===== src/hdl/jump_exec_pkg.sv =====
package jump_exec_pkg;

   // Opcodes of the four branch instructions handled here
   localparam logic [7:0] OP_BIT_SET_CLEAR = 8'h10;
   localparam logic [7:0] OP_CARRY_SET = 8'h40;
   localparam logic [7:0] OP_TABLE_JUMP = 8'h73;
   localparam logic [7:0] OP_BIT_CLEAR = 8'h30;

   // Instruction lengths in bytes
   localparam logic [15:0] LEN_BIT_JUMP = 16'h0003;
   localparam logic [15:0] LEN_CARRY_JUMP = 16'h0002;

   // Timing: clocks per machine cycle and machine cycles per instruction
   localparam int CLKS_PER_MCYCLE = 12;
   localparam int MCYCLES_PER_JUMP = 2;
   localparam int JUMP_CLKS = CLKS_PER_MCYCLE * MCYCLES_PER_JUMP;
   localparam logic [7:0] JUMP_LAST_CLK = 8'(JUMP_CLKS - 1);

   // Bit address map: below the split lies the internal RAM bit region
   localparam logic [7:0] BIT_SFR_SPLIT = 8'h80;
   localparam logic [7:0] BIT_RAM_BASE = 8'h20;
   localparam logic [7:0] BIT_SFR_MASK = 8'hf8;
   localparam int BIT_IDX_LSB = 0;
   localparam int BIT_IDX_MSB = 2;
   localparam int BIT_RAM_ROW_LSB = 3;
   localparam int BIT_RAM_ROW_MSB = 6;

   // Sixteen-bit data pointer as two bytes
   typedef struct packed {
      logic [7:0] high;
      logic [7:0] low;
   } data_pointer_16_s;

   // Decoded location of one addressable bit
   typedef struct packed {
      logic is_sfr;
      logic [7:0] byte_addr;
      logic [2:0] bit_idx;
   } bit_loc_s;

endpackage


===== src/hdl/bit_addr_decode.sv =====
`timescale 1ns/10ps
`default_nettype none

// Maps a bit-address byte onto a RAM or special register byte and bit index
module bit_addr_decode (
   input wire logic [7:0] bit_addr_i, // Bit-address byte of the instruction
   output var jump_exec_pkg::bit_loc_s loc_o // Decoded byte and bit position
);

   // Low half selects RAM rows, high half selects register bytes
   always_comb begin
      loc_o.bit_idx = bit_addr_i[jump_exec_pkg::BIT_IDX_MSB:jump_exec_pkg::BIT_IDX_LSB];
      if (bit_addr_i < jump_exec_pkg::BIT_SFR_SPLIT) begin
         // RAM bit region, eight bits per row
         loc_o.is_sfr = 1'b0;
         loc_o.byte_addr = jump_exec_pkg::BIT_RAM_BASE
            + {4'h0, bit_addr_i[jump_exec_pkg::BIT_RAM_ROW_MSB:jump_exec_pkg::BIT_RAM_ROW_LSB]};
      end else begin
         // Register byte on an eight-aligned address
         loc_o.is_sfr = 1'b1;
         loc_o.byte_addr = bit_addr_i & jump_exec_pkg::BIT_SFR_MASK;
      end
   end

endmodule

`default_nettype wire


===== src/hdl/conditional_jump_execution.sv =====
`timescale 1ns/10ps
`default_nettype none

// Functional notes
// - Bit-set-then-clear jump: 0x10, three bytes, two cycles
// - Bit-set-then-clear jump branches when bit is one
// - Bit-set-then-clear jump leaves tested bit at zero
// - Bit jump target: PC plus three plus offset
// - Set-then-clear jump reads port bits from output latch, not pin; bit-clear jump reads the pin
// - Carry jump: 0x40, two bytes, branches on carry
// - Carry jump target: PC plus two plus offset
// - Table jump loads accumulator plus data pointer
// - Table jump sum wraps at sixteen bits
// - Table jump keeps accumulator and data pointer
// - Table jump: 0x73, one byte, two cycles
// - Bit-clear jump: 0x30, three bytes, branch on zero
// - Bit-clear jump never writes the tested bit
// - No jump changes any status flag
// - Data pointer low byte carries into high byte
module conditional_jump_execution (
   input wire logic core_clk_i, // Core clock
   input wire logic rst_n_i, // Synchronous reset, active low
   input wire logic start_i, // Opcode present, begin execution
   input wire logic [7:0] opcode_i, // Opcode byte already fetched
   input wire logic [15:0] pc_i, // Address of the opcode byte
   input wire logic [7:0] accumulator_reg_i, // Accumulator contents
   input wire jump_exec_pkg::data_pointer_16_s data_pointer_16_i, // Data pointer
   input wire logic carry_i, // Carry flag
   output logic busy_o, // Instruction in progress
   output logic pm_rd_o, // Program memory read strobe
   output logic [15:0] pm_addr_o, // Program memory address
   input wire logic [7:0] pm_data_i, // Program byte, one cycle after strobe
   output logic bit_rd_o, // Bit read strobe
   output logic bit_latch_o, // Read the output latch rather than the pin
   output var jump_exec_pkg::bit_loc_s bit_loc_o, // Bit location for read and write
   input wire logic bit_rdata_i, // Bit value, one cycle after read strobe
   output logic bit_wr_o, // Bit write strobe
   output logic bit_wdata_o, // Bit write value
   output logic done_o, // Instruction complete, load new PC
   output logic [15:0] pc_new_o // Next program counter value
);

   // Execution sequence
   typedef enum logic [2:0] {
      ST_IDLE,
      ST_FETCH_A,
      ST_FETCH_B,
      ST_BIT_RD,
      ST_BIT_EVAL,
      ST_WAIT
   } exec_state_e;

   exec_state_e state_r, state_nxt; // Sequencer state
   logic [7:0] op_r, op_nxt; // Opcode being executed
   logic [15:0] pc_r, pc_nxt; // Opcode address
   logic [15:0] pm_addr_r, pm_addr_nxt; // Program fetch address
   logic [7:0] rel_r, rel_nxt; // Signed displacement
   logic bit_r, bit_nxt; // Tested bit or carry
   logic [7:0] acc_r, acc_nxt; // Accumulator sample
   logic [15:0] data_pointer_16_r, data_pointer_16_nxt; // Data pointer sample
   logic [7:0] cyc_r, cyc_nxt; // Clocks since start
   logic [15:0] pc_new_r, pc_new_nxt; // Computed target
   jump_exec_pkg::bit_loc_s loc_r, loc_nxt; // Registered bit location
   jump_exec_pkg::bit_loc_s loc_dec; // Decoder result
   logic op_ok; // Opcode belongs to this block
   logic is_bit_op; // Three-byte bit jump
   logic is_bsc_r; // Bit-set-then-clear in progress
   logic [15:0] seq_pc; // Address of the following instruction
   logic [15:0] rel_ext; // Sign-extended displacement
   logic taken; // Branch condition met

   // Bit-address decoder fed by the byte arriving from program memory
   bit_addr_decode u_bit_decode (
      .bit_addr_i(pm_data_i),
      .loc_o(loc_dec)
   );

   // Opcode classification
   assign op_ok = (opcode_i == jump_exec_pkg::OP_BIT_SET_CLEAR)
      || (opcode_i == jump_exec_pkg::OP_CARRY_SET)
      || (opcode_i == jump_exec_pkg::OP_TABLE_JUMP)
      || (opcode_i == jump_exec_pkg::OP_BIT_CLEAR);
   assign is_bit_op = (op_r == jump_exec_pkg::OP_BIT_SET_CLEAR) || (op_r == jump_exec_pkg::OP_BIT_CLEAR);
   assign is_bsc_r = (op_r == jump_exec_pkg::OP_BIT_SET_CLEAR);

   // Sequential address and branch condition
   always_comb begin
      // Advance past the instruction first, then add the offset
      seq_pc = is_bit_op ? pc_r + jump_exec_pkg::LEN_BIT_JUMP : pc_r + jump_exec_pkg::LEN_CARRY_JUMP;
      rel_ext = {{8{rel_r[7]}}, rel_r};
      if (op_r == jump_exec_pkg::OP_BIT_CLEAR) begin
         taken = ~bit_r;
      end else begin
         taken = bit_r;
      end
   end

   // Next-state and datapath computation
   always_comb begin
      state_nxt = state_r;
      op_nxt = op_r;
      pc_nxt = pc_r;
      pm_addr_nxt = pm_addr_r;
      rel_nxt = rel_r;
      bit_nxt = bit_r;
      acc_nxt = acc_r;
      data_pointer_16_nxt = data_pointer_16_r;
      cyc_nxt = cyc_r;
      pc_new_nxt = pc_new_r;
      loc_nxt = loc_r;
      case (state_r)
         ST_IDLE: begin
            cyc_nxt = 8'h00;
            if (start_i && op_ok) begin
               // Sample operands; flags and pointer are only read
               op_nxt = opcode_i;
               pc_nxt = pc_i;
               pm_addr_nxt = pc_i + 16'h0001;
               acc_nxt = accumulator_reg_i;
               data_pointer_16_nxt = {data_pointer_16_i.high, data_pointer_16_i.low};
               bit_nxt = carry_i;
               if (opcode_i == jump_exec_pkg::OP_TABLE_JUMP) begin
                  state_nxt = ST_WAIT; // Single-byte instruction
               end else begin
                  state_nxt = ST_FETCH_A;
               end
            end
         end
         ST_FETCH_A: begin
            // Second byte requested this cycle
            cyc_nxt = cyc_r + 8'h01;
            pm_addr_nxt = pc_r + 16'h0002;
            state_nxt = ST_FETCH_B;
         end
         ST_FETCH_B: begin
            cyc_nxt = cyc_r + 8'h01;
            if (is_bit_op) begin
               // Second byte is the bit address
               loc_nxt = loc_dec;
               state_nxt = ST_BIT_RD;
            end else begin
               // Second byte is the displacement
               rel_nxt = pm_data_i;
               state_nxt = ST_WAIT;
            end
         end
         ST_BIT_RD: begin
            // Third byte is the displacement
            cyc_nxt = cyc_r + 8'h01;
            rel_nxt = pm_data_i;
            state_nxt = ST_BIT_EVAL;
         end
         ST_BIT_EVAL: begin
            cyc_nxt = cyc_r + 8'h01;
            bit_nxt = bit_rdata_i;
            state_nxt = ST_WAIT;
         end
         ST_WAIT: begin
            cyc_nxt = cyc_r + 8'h01;
            if (op_r == jump_exec_pkg::OP_TABLE_JUMP) begin
               // Full sixteen-bit wrapping sum
               pc_new_nxt = {8'h00, acc_r} + data_pointer_16_r;
            end else if (taken) begin
               pc_new_nxt = seq_pc + rel_ext;
            end else begin
               pc_new_nxt = seq_pc;
            end
            if (cyc_r == jump_exec_pkg::JUMP_LAST_CLK) begin
               // Two machine cycles elapsed
               state_nxt = ST_IDLE;
            end
         end
         default: begin
            state_nxt = ST_IDLE;
         end
      endcase
   end

   // State registers
   always_ff @(posedge core_clk_i) begin
      if (!rst_n_i) begin
         state_r <= ST_IDLE;
         op_r <= 8'h00;
         pc_r <= 16'h0000;
         pm_addr_r <= 16'h0000;
         rel_r <= 8'h00;
         bit_r <= 1'b0;
         acc_r <= 8'h00;
         data_pointer_16_r <= 16'h0000;
         cyc_r <= 8'h00;
         pc_new_r <= 16'h0000;
         loc_r <= '0;
      end else begin
         state_r <= state_nxt;
         op_r <= op_nxt;
         pc_r <= pc_nxt;
         pm_addr_r <= pm_addr_nxt;
         rel_r <= rel_nxt;
         bit_r <= bit_nxt;
         acc_r <= acc_nxt;
         data_pointer_16_r <= data_pointer_16_nxt;
         cyc_r <= cyc_nxt;
         pc_new_r <= pc_new_nxt;
         loc_r <= loc_nxt;
      end
   end

   // Strobes and outputs
   assign busy_o = (state_r != ST_IDLE);
   assign pm_rd_o = (state_r == ST_FETCH_A) || ((state_r == ST_FETCH_B) && is_bit_op);
   assign pm_addr_o = pm_addr_r;
   assign bit_rd_o = (state_r == ST_BIT_RD);
   // Read-modify-write takes the latch value
   assign bit_latch_o = is_bsc_r;
   assign bit_loc_o = loc_r;
   // Clear only on the set-then-clear jump; a zero bit already stays zero
   assign bit_wr_o = (state_r == ST_BIT_EVAL) && is_bsc_r && bit_rdata_i;
   assign bit_wdata_o = 1'b0;
   assign done_o = (state_r == ST_WAIT) && (cyc_r == jump_exec_pkg::JUMP_LAST_CLK);
   assign pc_new_o = pc_new_r;

   // Any write clears the bit and belongs to the set-then-clear jump
   a_clear_write_only: assert property (@(posedge core_clk_i) disable iff (!rst_n_i)
      bit_wr_o |-> (!bit_wdata_o && is_bsc_r && $past(bit_rd_o)))
      else $error("bit write not a clear from set-then-clear jump");

   // Bit-clear jump never writes
   a_bit_clear_nowr: assert property (@(posedge core_clk_i) disable iff (!rst_n_i)
      (busy_o && op_r == jump_exec_pkg::OP_BIT_CLEAR) |-> !bit_wr_o)
      else $error("bit-clear jump wrote the tested bit");

   // Set-then-clear jump reads the latch
   a_latch_read_sel: assert property (@(posedge core_clk_i) disable iff (!rst_n_i)
      (bit_rd_o && is_bsc_r) |-> bit_latch_o)
      else $error("set-then-clear jump read the pin");

   // Completion exactly two machine cycles after start
   a_done_two_cycles: assert property (@(posedge core_clk_i) disable iff (!rst_n_i)
      (!busy_o && start_i && op_ok) |-> ##24 done_o)
      else $error("jump did not complete in two machine cycles");

   // Table jump target is accumulator plus data pointer at start
   a_table_sum: assert property (@(posedge core_clk_i) disable iff (!rst_n_i)
      (done_o && op_r == jump_exec_pkg::OP_TABLE_JUMP)
      |-> (pc_new_o == 16'({8'h00, $past(accumulator_reg_i, 24)} + $past(data_pointer_16_i, 24))))
      else $error("table jump target wrong");

   // Carry jump target
   a_carry_target: assert property (@(posedge core_clk_i) disable iff (!rst_n_i)
      (done_o && op_r == jump_exec_pkg::OP_CARRY_SET)
      |-> (pc_new_o == 16'(pc_r + 16'h0002 + (bit_r ? {{8{rel_r[7]}}, rel_r} : 16'h0000))))
      else $error("carry jump target wrong");

   // Bit jump targets for both polarities
   a_bit_target: assert property (@(posedge core_clk_i) disable iff (!rst_n_i)
      (done_o && is_bit_op)
      |-> (pc_new_o == 16'(pc_r + 16'h0003
         + ((bit_r ^ (op_r == jump_exec_pkg::OP_BIT_CLEAR)) ? {{8{rel_r[7]}}, rel_r} : 16'h0000))))
      else $error("bit jump target wrong");

   // Third byte fetched from opcode address plus two
   a_third_fetch: assert property (@(posedge core_clk_i) disable iff (!rst_n_i)
      (pm_rd_o && state_r == ST_FETCH_B) |-> (pm_addr_o == 16'(pc_r + 16'h0002)))
      else $error("third byte fetched from wrong address");

   // Completion returns the sequencer to idle at once
   a_done_then_idle: assert property (@(posedge core_clk_i) disable iff (!rst_n_i)
      done_o |=> !busy_o)
      else $error("still busy after completion");

   // No early end and no restart while an instruction runs
   a_busy_holds: assert property (@(posedge core_clk_i) disable iff (!rst_n_i)
      (busy_o && !done_o) |=> busy_o)
      else $error("instruction ended before its last clock");

   // Table jump is a single byte and touches no bit
   a_table_no_fetch: assert property (@(posedge core_clk_i) disable iff (!rst_n_i)
      (busy_o && op_r == jump_exec_pkg::OP_TABLE_JUMP) |-> (!pm_rd_o && !bit_rd_o && !bit_wr_o))
      else $error("table jump fetched or accessed a bit");

   // Carry jump fetches only its offset byte and no bit
   a_carry_one_fetch: assert property (@(posedge core_clk_i) disable iff (!rst_n_i)
      (busy_o && op_r == jump_exec_pkg::OP_CARRY_SET)
      |-> (!bit_rd_o && !bit_wr_o && (!pm_rd_o || pm_addr_o == 16'(pc_r + 16'h0001))))
      else $error("carry jump fetched beyond its two bytes");

   // Bit jumps read the addressed bit in their third clock
   a_bit_read_slot: assert property (@(posedge core_clk_i) disable iff (!rst_n_i)
      (!busy_o && start_i && (opcode_i == jump_exec_pkg::OP_BIT_SET_CLEAR
         || opcode_i == jump_exec_pkg::OP_BIT_CLEAR)) |-> ##3 bit_rd_o)
      else $error("bit jump did not read its bit in time");

   // Bit location follows the second instruction byte
   a_bit_loc_decode: assert property (@(posedge core_clk_i) disable iff (!rst_n_i)
      bit_rd_o |-> (bit_loc_o.bit_idx == $past(pm_data_i[2:0]) && bit_loc_o.is_sfr == $past(pm_data_i[7])))
      else $error("bit location does not match bit-address byte");

   // Set-then-clear jump clears exactly when the bit read one
   a_clear_when_set: assert property (@(posedge core_clk_i) disable iff (!rst_n_i)
      (op_r == jump_exec_pkg::OP_BIT_SET_CLEAR && bit_rd_o) |=> (bit_wr_o == bit_rdata_i))
      else $error("set bit not cleared by set-then-clear jump");

   // New program counter stands while idle
   a_target_stands: assert property (@(posedge core_clk_i) disable iff (!rst_n_i)
      !busy_o |-> $stable(pc_new_o))
      else $error("next program counter changed while idle");

endmodule

`default_nettype wire


===== config.mk =====
export PLATFORM = sky130hd
export DESIGN_NAME = conditional_jump_execution
export DESIGN_NICKNAME = d
export VERILOG_FILES = /design/src/hdl/jump_exec_pkg.sv /design/src/hdl/bit_addr_decode.sv /design/src/hdl/conditional_jump_execution.sv
export SDC_FILE = /design/constraint.sdc
export NUM_CORES = 1
export LEC_CHECK = 0
export BUFFER_PORTS_ARGS = -buffer_cell sky130_fd_sc_hd__buf_2
export CAP_MARGIN = 15
export CORE_MARGIN = 2
export CORE_UTILIZATION = 50
export CTS_BUF_LIST = sky130_fd_sc_hd__clkbuf_16
export CTS_CLUSTER_DIAMETER = 120
export DETAILED_ROUTE_END_ITERATION = 16
export PLACE_DENSITY_LB_ADDON = 0.15
export SYNTH_ARGS = -nofsm -noshare
export SYNTH_HDL_FRONTEND = slang
export SYNTH_SLANG_ARGS = --single-unit

===== constraint.sdc =====
create_clock -name core_clk_i -period 3.65 [get_ports core_clk_i]
set_input_delay 0.73 -clock core_clk_i [delete_from_list [all_inputs] [get_ports core_clk_i]]
set_output_delay 0.73 -clock core_clk_i [all_outputs]
set_load 0.03 [all_outputs]

==> results of run 1 <==
[layer usage]
metal	global-route usage, %	up-vias
met2	37.4	152
met3	4.46	16
met5	0	-
met4	6.61	0
li1	-	3152
met1	34.3	2854
[worst min-delay path: stages (launching register included)]
cell and delay, ns:
sky130_fd_sc_hd__dfxtp_1 0.31, sky130_fd_sc_hd__nand2_1 0.04, sky130_fd_sc_hd__a21boi_0 0.06
[cells by family after synthesis]
logic type / share of synthesized area, %
xor gates and xnor gates: 9.43
other: 0.0547
adders and majority gates: 6.42
DFF: 32.4
buffers and inverters: 4.56
and+or+nand+nor: 23.8
muxes: 1.90
AOI/OAI and AO/OA: 21.5
[report_power, final]
group | total, mW | leakage, nW | switching, mW | internal [mW]
clock | 0.963 | 0.138 | 0.443 | 0.521
sequential | 1.23 | 0.894 | 0.00752 | 1.22
combinational | 0.149 | 2.21 | 0.0839 | 0.0654
total | 2.34 | 3.24 | 0.534 | 1.80
[cell type report]
type | count | area (sq um)
clock buffer | 9 | 225
clock inverter | 6 | 53.8
tap | 176 | 220
sequential | 111 | 2220
multi-input combinational | 674 | 4360
timing repair buffer | 128 | 698
fill | 1253 | 5460
inverter | 15 | 56.3
[cells in the final DEF (no fill, tap or decap), types with 6 or more instances in the layout]
master,count
sky130_fd_sc_hd__nand2_1,167
sky130_fd_sc_hd__dfxtp_1,111
sky130_fd_sc_hd__buf_2,110
sky130_fd_sc_hd__a21boi_0,59
sky130_fd_sc_hd__nor2_1,50
sky130_fd_sc_hd__xnor2_1,41
sky130_fd_sc_hd__a21oi_1,37
sky130_fd_sc_hd__ha_1,32
sky130_fd_sc_hd__xor2_1,31
sky130_fd_sc_hd__o21ai_0,29
sky130_fd_sc_hd__nor2b_1,19
sky130_fd_sc_hd__nand3_1,19
sky130_fd_sc_hd__o211ai_1,18
sky130_fd_sc_hd__buf_4,17
sky130_fd_sc_hd__inv_1,16
sky130_fd_sc_hd__nor3_1,16
sky130_fd_sc_hd__and3_1,14
sky130_fd_sc_hd__mux2i_1,13
sky130_fd_sc_hd__nand4_1,12
sky130_fd_sc_hd__a211oi_1,11
sky130_fd_sc_hd__o21a_1,9
sky130_fd_sc_hd__clkbuf_16,9
sky130_fd_sc_hd__and4_1,6
sky130_fd_sc_hd__nand2b_1,6
sky130_fd_sc_hd__a21o_1,6
[registers in the layout, summed over array words and instances (netlist names)]
register / count
pc_new_o: 16
bit_r: 1
pm_addr_o: 16
cyc_r: 8
rel_r: 8
op_r: 8
acc_r: 8
data_pointer_16_r: 16
state_r: 3
pc_r: 16
bit_loc_o: 11
[timing repair]
item                                    4_1_cts  5_1_grt
endpoints found under the setup margin        0        7
gates resized for setup                       0        4
buffers inserted                              0        1
[worst max-delay path by stage]
stage	startpoint	end	slack, ns
after floorplan	op_r[7]$_SDFFE_PN0P_	pc_new_o[15]$_SDFFE_PN0P_	0.39
after global placement	op_r[7]$_SDFFE_PN0P_	pc_new_o[13]$_SDFFE_PN0P_	0.20
after detailed placement	op_r[7]$_SDFFE_PN0P_	pc_new_o[13]$_SDFFE_PN0P_	0.10
after CTS	op_r[7]$_SDFFE_PN0P_	pc_new_o[13]$_SDFFE_PN0P_	0.08
after global routing	op_r[7]$_SDFFE_PN0P_	pc_new_o[13]$_SDFFE_PN0P_	0.03
final	op_r[7]$_SDFFE_PN0P_	pc_new_o[15]$_SDFFE_PN0P_	0.25
[stage by stage]
step                std cells  power (mW)  cell area, sq um
detailed placement       1103        1.40              7520
CTS                      1118        2.36              7800
floorplan                 850        1.34              6860
global placement         1103        1.40              7520
finish                   1119        2.34              7830
global route             1119        2.42              7830
==> impl_results.md, run 1 <==
- Setup_tns: 0 ns
- Via count of the first global-routing pass: 5627
- Number of warnings reported in the yosys synthesis log: 0
- Stages on the worst setup path: 12
- Number of maximum-capacitance constraint violations: 0
- Met3 wire length: 831 um
- Part of the cycle the worst path needs: 93.2%
- Cell with the largest stage delay on the worst path: sky130_fd_sc_hd__or4b_4
- Clock slew at reported path FFs: 0.07 ns
- Hold buffers post-CTS: 0
- Unrepaired setup endpoints after global routing: false
- Width of the die: 121 um
- Leakage power summed over all cells: 3.24 nW
- WHS: 0.457 ns
- Share of synthesized registers carrying an async set or reset: 0%
- Reg2reg setup slack: 0.25 ns
- Reg-to-Reg End: pc_new_o[15]$_SDFFE_PN0P_
- Highest net fanout along the worst path: 5
- Overall die height: 121 um
- DR WL/cell: 15.4 um
- Transition time at the pin with the least slew margin: 0.717 ns
- Layout cell share with drive strength beyond 1: 17.0%
- Worst hold start: bit_loc_o[5]$_SDFFE_PN0P_
- Count of mapped cells out of synthesis: 850
- Cell depth of the worst min-delay path: 2
- Crit path buf inv count: 0
- Depth of the worst register-to-register path: 12
- Main flop type after synthesis: sky130_fd_sc_hd__dfxtp_1
- Hold Fails Final Rpt: 0
- Max Freq: 294 MHz
- Die Area: 14700 sq um
- Source-to-sink clock delay at the later pin of the worst-skew pair: 0.36 ns
- Worst path arrival time: 3.64 ns
- Final HPWL from detailed placement: 12900 um
- PnR worst setup slack: 0.248 ns
- Post-Synthesis Net Count: 945
- Worst VDD drop: 171 uV
- Run status: completed
- Number of setup violations in the final report: 0
- Data required time at the worst endpoint: 3.89 ns
- Leading cell type by number of instances after synthesis: sky130_fd_sc_hd__nand2_1
- Pin count of the biggest net entering global routing: 56
- Distinct cell type count after synthesis: 67
- I/O pin count: 112
- Number of register bits inferred by synthesis: 111
- Crit Path Category: reg -> reg
- Number of enable-type register cells in the synthesized netlist: 0
- Worst Setup End Kind: flop
- Clock tree from TritonCTS: yes
- Relative slew slack: 52.2%
- First-pass GRT wire length: 28200 um
- Core ar.: 13300 sq um
- Worst hold path endpoint: bit_loc_o[5]$_SDFFE_PN0P_
- Overflow after GRT: 0
- Port buffer count: 110
- Number of nets in the layout: 1034
- Area share of the largest cell type after synthesis: 32.4%
- Number of antenna violations at the first check in global routing: 0
- Number of clock buffers inserted by TritonCTS: 9
- Drt first pass iters: 5
- Worst clock skew: 0.00739 ns
- Total count of max-transition violations in the final report: 0
- Average cell area after synthesis: 8.07 sq um
- Overall via count from detail_route: 6174
- Delay contributed by the slowest stage of the critical path: 0.60 ns
- Clock root cell: sky130_fd_sc_hd__clkbuf_16
- Area leader, netlist: sky130_fd_sc_hd__dfxtp_1
- Cells along the critical path: or4b_4, nor3_2, o211ai_1, xnor2_1, ha_1, o21ai_0, nand2b_1, a41oi_4, o2bb2ai_1, mux2i_1, xnor2_1, o21ai_0
- Power density over the cells: 299 nW/um^2
- DR top layer: met4
- Metal1 wirelength: 8660 um
- Initial core utilization: 51.6%
- Number of sinks handled by clock tree synthesis: 111
- Antenna-violating nets left: 0
- Global routing usage summed across all routing layers: 24.1%
- Routability congestion estimate from global placement: 0.950
- Count of unresolved DRC violations after routing: 0
- Vias per cell: 5.52
- Post-Route Utilization: 58.9%
- ANT cells: 0
- Number of DRC markers after the initial detailed-route iteration: 288
- Seq/Total Area, Yosys: 32.4%
- Largest cells by area after synthesis: sky130_fd_sc_hd__dfxtp_1 (32%), sky130_fd_sc_hd__nand2_1 (9.1%), sky130_fd_sc_hd__a21boi_0 (6.5%)
- Fin crit period: 3.40 ns
- Most used standard cells in the synthesized netlist: sky130_fd_sc_hd__nand2_1 (167), sky130_fd_sc_hd__dfxtp_1 (111), sky130_fd_sc_hd__a21boi_0 (59)
- Standard-cell row count: 42
- Metal2 WL: 7570 um
- Max Root-Sink Buffers: 2
- Maximum level of the CTS H-tree: 3
- Element type at the critical path start: flop
- Post-Syn Area: 6860 sq um
- Reg-to-Reg Start: op_r[7]$_SDFFE_PN0P_
- Aggregate routed wire length: 17300 um
- Kind of cell adding the most delay to the critical path: simple AND/OR/NAND/NOR gates
- Worst-case setup slack after placement: 0.105 ns
- Synthesis-to-layout area growth: 14.2%
- Worst hold-check path type: reg -> reg
Note: power is estimated with default switching activity, not from simulation.
==> run 2: changes to the inputs <==
==> constraint.sdc (replaced) <==
create_clock -name core_clk_i -period 3.6 [get_ports core_clk_i]
set_input_delay 0.72 -clock core_clk_i [delete_from_list [all_inputs] [get_ports core_clk_i]]
set_output_delay 0.72 -clock core_clk_i [all_outputs]
set_load 0.03 [all_outputs]
==> impl_results.md, run 2 (synthesis results as in run 1) <==
- Hold buffers post-CTS: 0
- Overall via count from detail_route: 6158
- Total area of multi-input combinational cells: 4370 sq um
- Area after DPL: 7530 sq um
- Final std cell area, no fill: 7850 sq um
- Fin crit period: 3.37 ns
- Number of nets in the layout: 1035
- Most common cell after layout, fill and taps aside: sky130_fd_sc_hd__nand2_1
- Worst path arrival time: 3.61 ns
- Sequential standard cell area: 2220 sq um
- Highest net fanout along the worst path: 6
- Power density over the cells: 302 nW/um^2
- Cell Count, Final, Fillers Out: 1121
- Clock root cell: sky130_fd_sc_hd__clkbuf_16
- Reg2reg setup slack: 0.23 ns
- Port buffer count: 110
- Unrepaired setup endpoints after global routing: false
- Worst Setup End Kind: flop
- Reg-to-Reg End: pc_new_o[12]$_SDFFE_PN0P_
- Worst clock skew: 0.0106 ns
- Aggregate routed wire length: 17200 um
- Hold Fails Final Rpt: 0
- Transition time at the pin with the least slew margin: 0.733 ns
- Top library cells by usage in the layout, fill and taps aside: sky130_fd_sc_hd__nand2_1 (167), sky130_fd_sc_hd__dfxtp_1 (111), sky130_fd_sc_hd__buf_2 (110)
- Via count of the first global-routing pass: 5656
- Element type at the critical path start: flop
- Core ar.: 13300 sq um
- Number of setup violations in the final report: 0
- Max Root-Sink Buffers: 2
- Routability congestion estimate from global placement: 0.917
- Overall die height: 121 um
- Data required time at the worst endpoint: 3.84 ns
- Overflow after GRT: 0
- ANT cells: 0
- Critical Path Sink: pc_new_o[12]$_SDFFE_PN0P_
- Standard-cell row count: 42
- Crit Path Category: reg -> reg
- Layout cell share with drive strength beyond 1: 17.2%
- Global routing usage summed across all routing layers: 24.1%
- Leakage power summed over all cells: 3.27 nW
- Width of the die: 121 um
- Placed cells: 1104
- Clock tree from TritonCTS: yes
- WHS: 0.457 ns
- Number of antenna violations at the first check in global routing: 0
- Crit path launch: op_r[7]$_SDFFE_PN0P_
- Run status: completed
- Number of clock buffers inserted by TritonCTS: 9
- Total of fill cells in the finished design: 1263
- Part of the cycle the worst path needs: 93.5%
- Total count of max-transition violations in the final report: 0
- Die Area: 14700 sq um
- Relative slew slack: 51.1%
- Vias per cell: 5.49
- Max Freq: 297 MHz
- Worst hold-check path type: reg -> reg
- Count of unresolved DRC violations after routing: 0
- Initial core utilization: 51.6%
- Depth of the worst register-to-register path: 13
- Synthesis-to-layout area growth: 14.5%
- First-pass GRT wire length: 28100 um
- Worst VDD drop: 328 uV
- I/O pin count: 112
- Setup_tns: 0 ns
- DR WL/cell: 15.3 um
- Source-to-sink clock delay at the later pin of the worst-skew pair: 0.37 ns
- Clock slew at reported path FFs: 0.07 ns
- Antenna-violating nets left: 0
- Pin count of the biggest net entering global routing: 60
- Number of sinks handled by clock tree synthesis: 111
- Number of DRC markers after the initial detailed-route iteration: 402
- Post-Route Utilization: 59.1%
- Maximum level of the CTS H-tree: 3
- Number of maximum-capacitance constraint violations: 0
- Reg-to-Reg Start: op_r[7]$_SDFFE_PN0P_
- Drt first pass iters: 5
- Final HPWL from detailed placement: 12800 um
==> run 2: worst min-delay path by stage <==
stage                     depth (start not counted)                           endpoint  slack, ns                         startpoint
final                                             2           pc_new_o[1]$_SDFFE_PN0P_       0.46           pc_new_o[1]$_SDFFE_PN0P_
after global routing                              2          bit_loc_o[5]$_SDFFE_PN0P_       0.49          bit_loc_o[5]$_SDFFE_PN0P_
after CTS                                         2          bit_loc_o[3]$_SDFFE_PN0P_       0.47          bit_loc_o[3]$_SDFFE_PN0P_
after detailed placement                          1          pc_new_o[11]$_SDFFE_PN0P_       0.45          pc_new_o[11]$_SDFFE_PN0P_
after global placement                            2           pc_new_o[5]$_SDFFE_PN0P_       0.44           pc_new_o[5]$_SDFFE_PN0P_
after floorplan                                   2  data_pointer_16_r[0]$_SDFFE_PN0P_       0.45  data_pointer_16_r[0]$_SDFFE_PN0P_
==> run 2: worst max-delay path, stage by stage (launching register included) <==
cell and delay [ns]:
sky130_fd_sc_hd__dfxtp_1 0.35, sky130_fd_sc_hd__or4b_4 0.61, sky130_fd_sc_hd__nor3_1 0.20, sky130_fd_sc_hd__a21oi_1 0.11, sky130_fd_sc_hd__nor2_1 0.15, sky130_fd_sc_hd__xor2_1 0.25
sky130_fd_sc_hd__ha_2 0.38, sky130_fd_sc_hd__a21oi_1 0.22, sky130_fd_sc_hd__nand2_1 0.10, sky130_fd_sc_hd__o211ai_1 0.22, sky130_fd_sc_hd__a31oi_1 0.14, sky130_fd_sc_hd__xnor2_1 0.14
sky130_fd_sc_hd__a221oi_1 0.27, sky130_fd_sc_hd__a21oi_1 0.10
==> run 2: stage by stage <==
stage | setup WS (ns) | power, mW
5_1_grt | 0.00394 | 2.47
4_1_cts | 0.0642 | 2.39
3_5_place_dp | 0.0703 | 1.42
6_report | 0.234 | 2.37
3_3_place_gp | 0.164 | 1.42
2_1_floorplan | 0.339 | 1.35
==> run 2: report_power, final <==
group,switching [mW],internal [mW],total (mW)
combinational,0.0850,0.0666,0.152
clock,0.452,0.529,0.981
sequential,0.00736,1.23,1.24
==> run 2: repair_timing <==
action | CTS | global route
setup buffers | 0 | 1
setup endpoints to repair | 0 | 6
hold endpoints to repair | 0 | 0
gates resized for setup | 0 | 6
==> run 2: cell type report <==
type / instances / area share, %
sequential: 111 / 28.3
multi-input combinational: 674 / 55.6
timing repair buffer: 129 / 8.99
tap: 176 / 2.80
inverter: 15 / 0.717
clock inverter: 7 / 0.717
clock buffer: 9 / 2.87
==> run 2: routing by layer <==
metal	global-route usage, %	part of all wire (%)	vias up	routed length, um
li1	-	-	3155	-
met5	0	0	-	0
met2	37.5	45	151	7650
met4	6.69	1.3	0	216
met3	4.32	5.1	17	880
met1	34.1	49	2835	8440
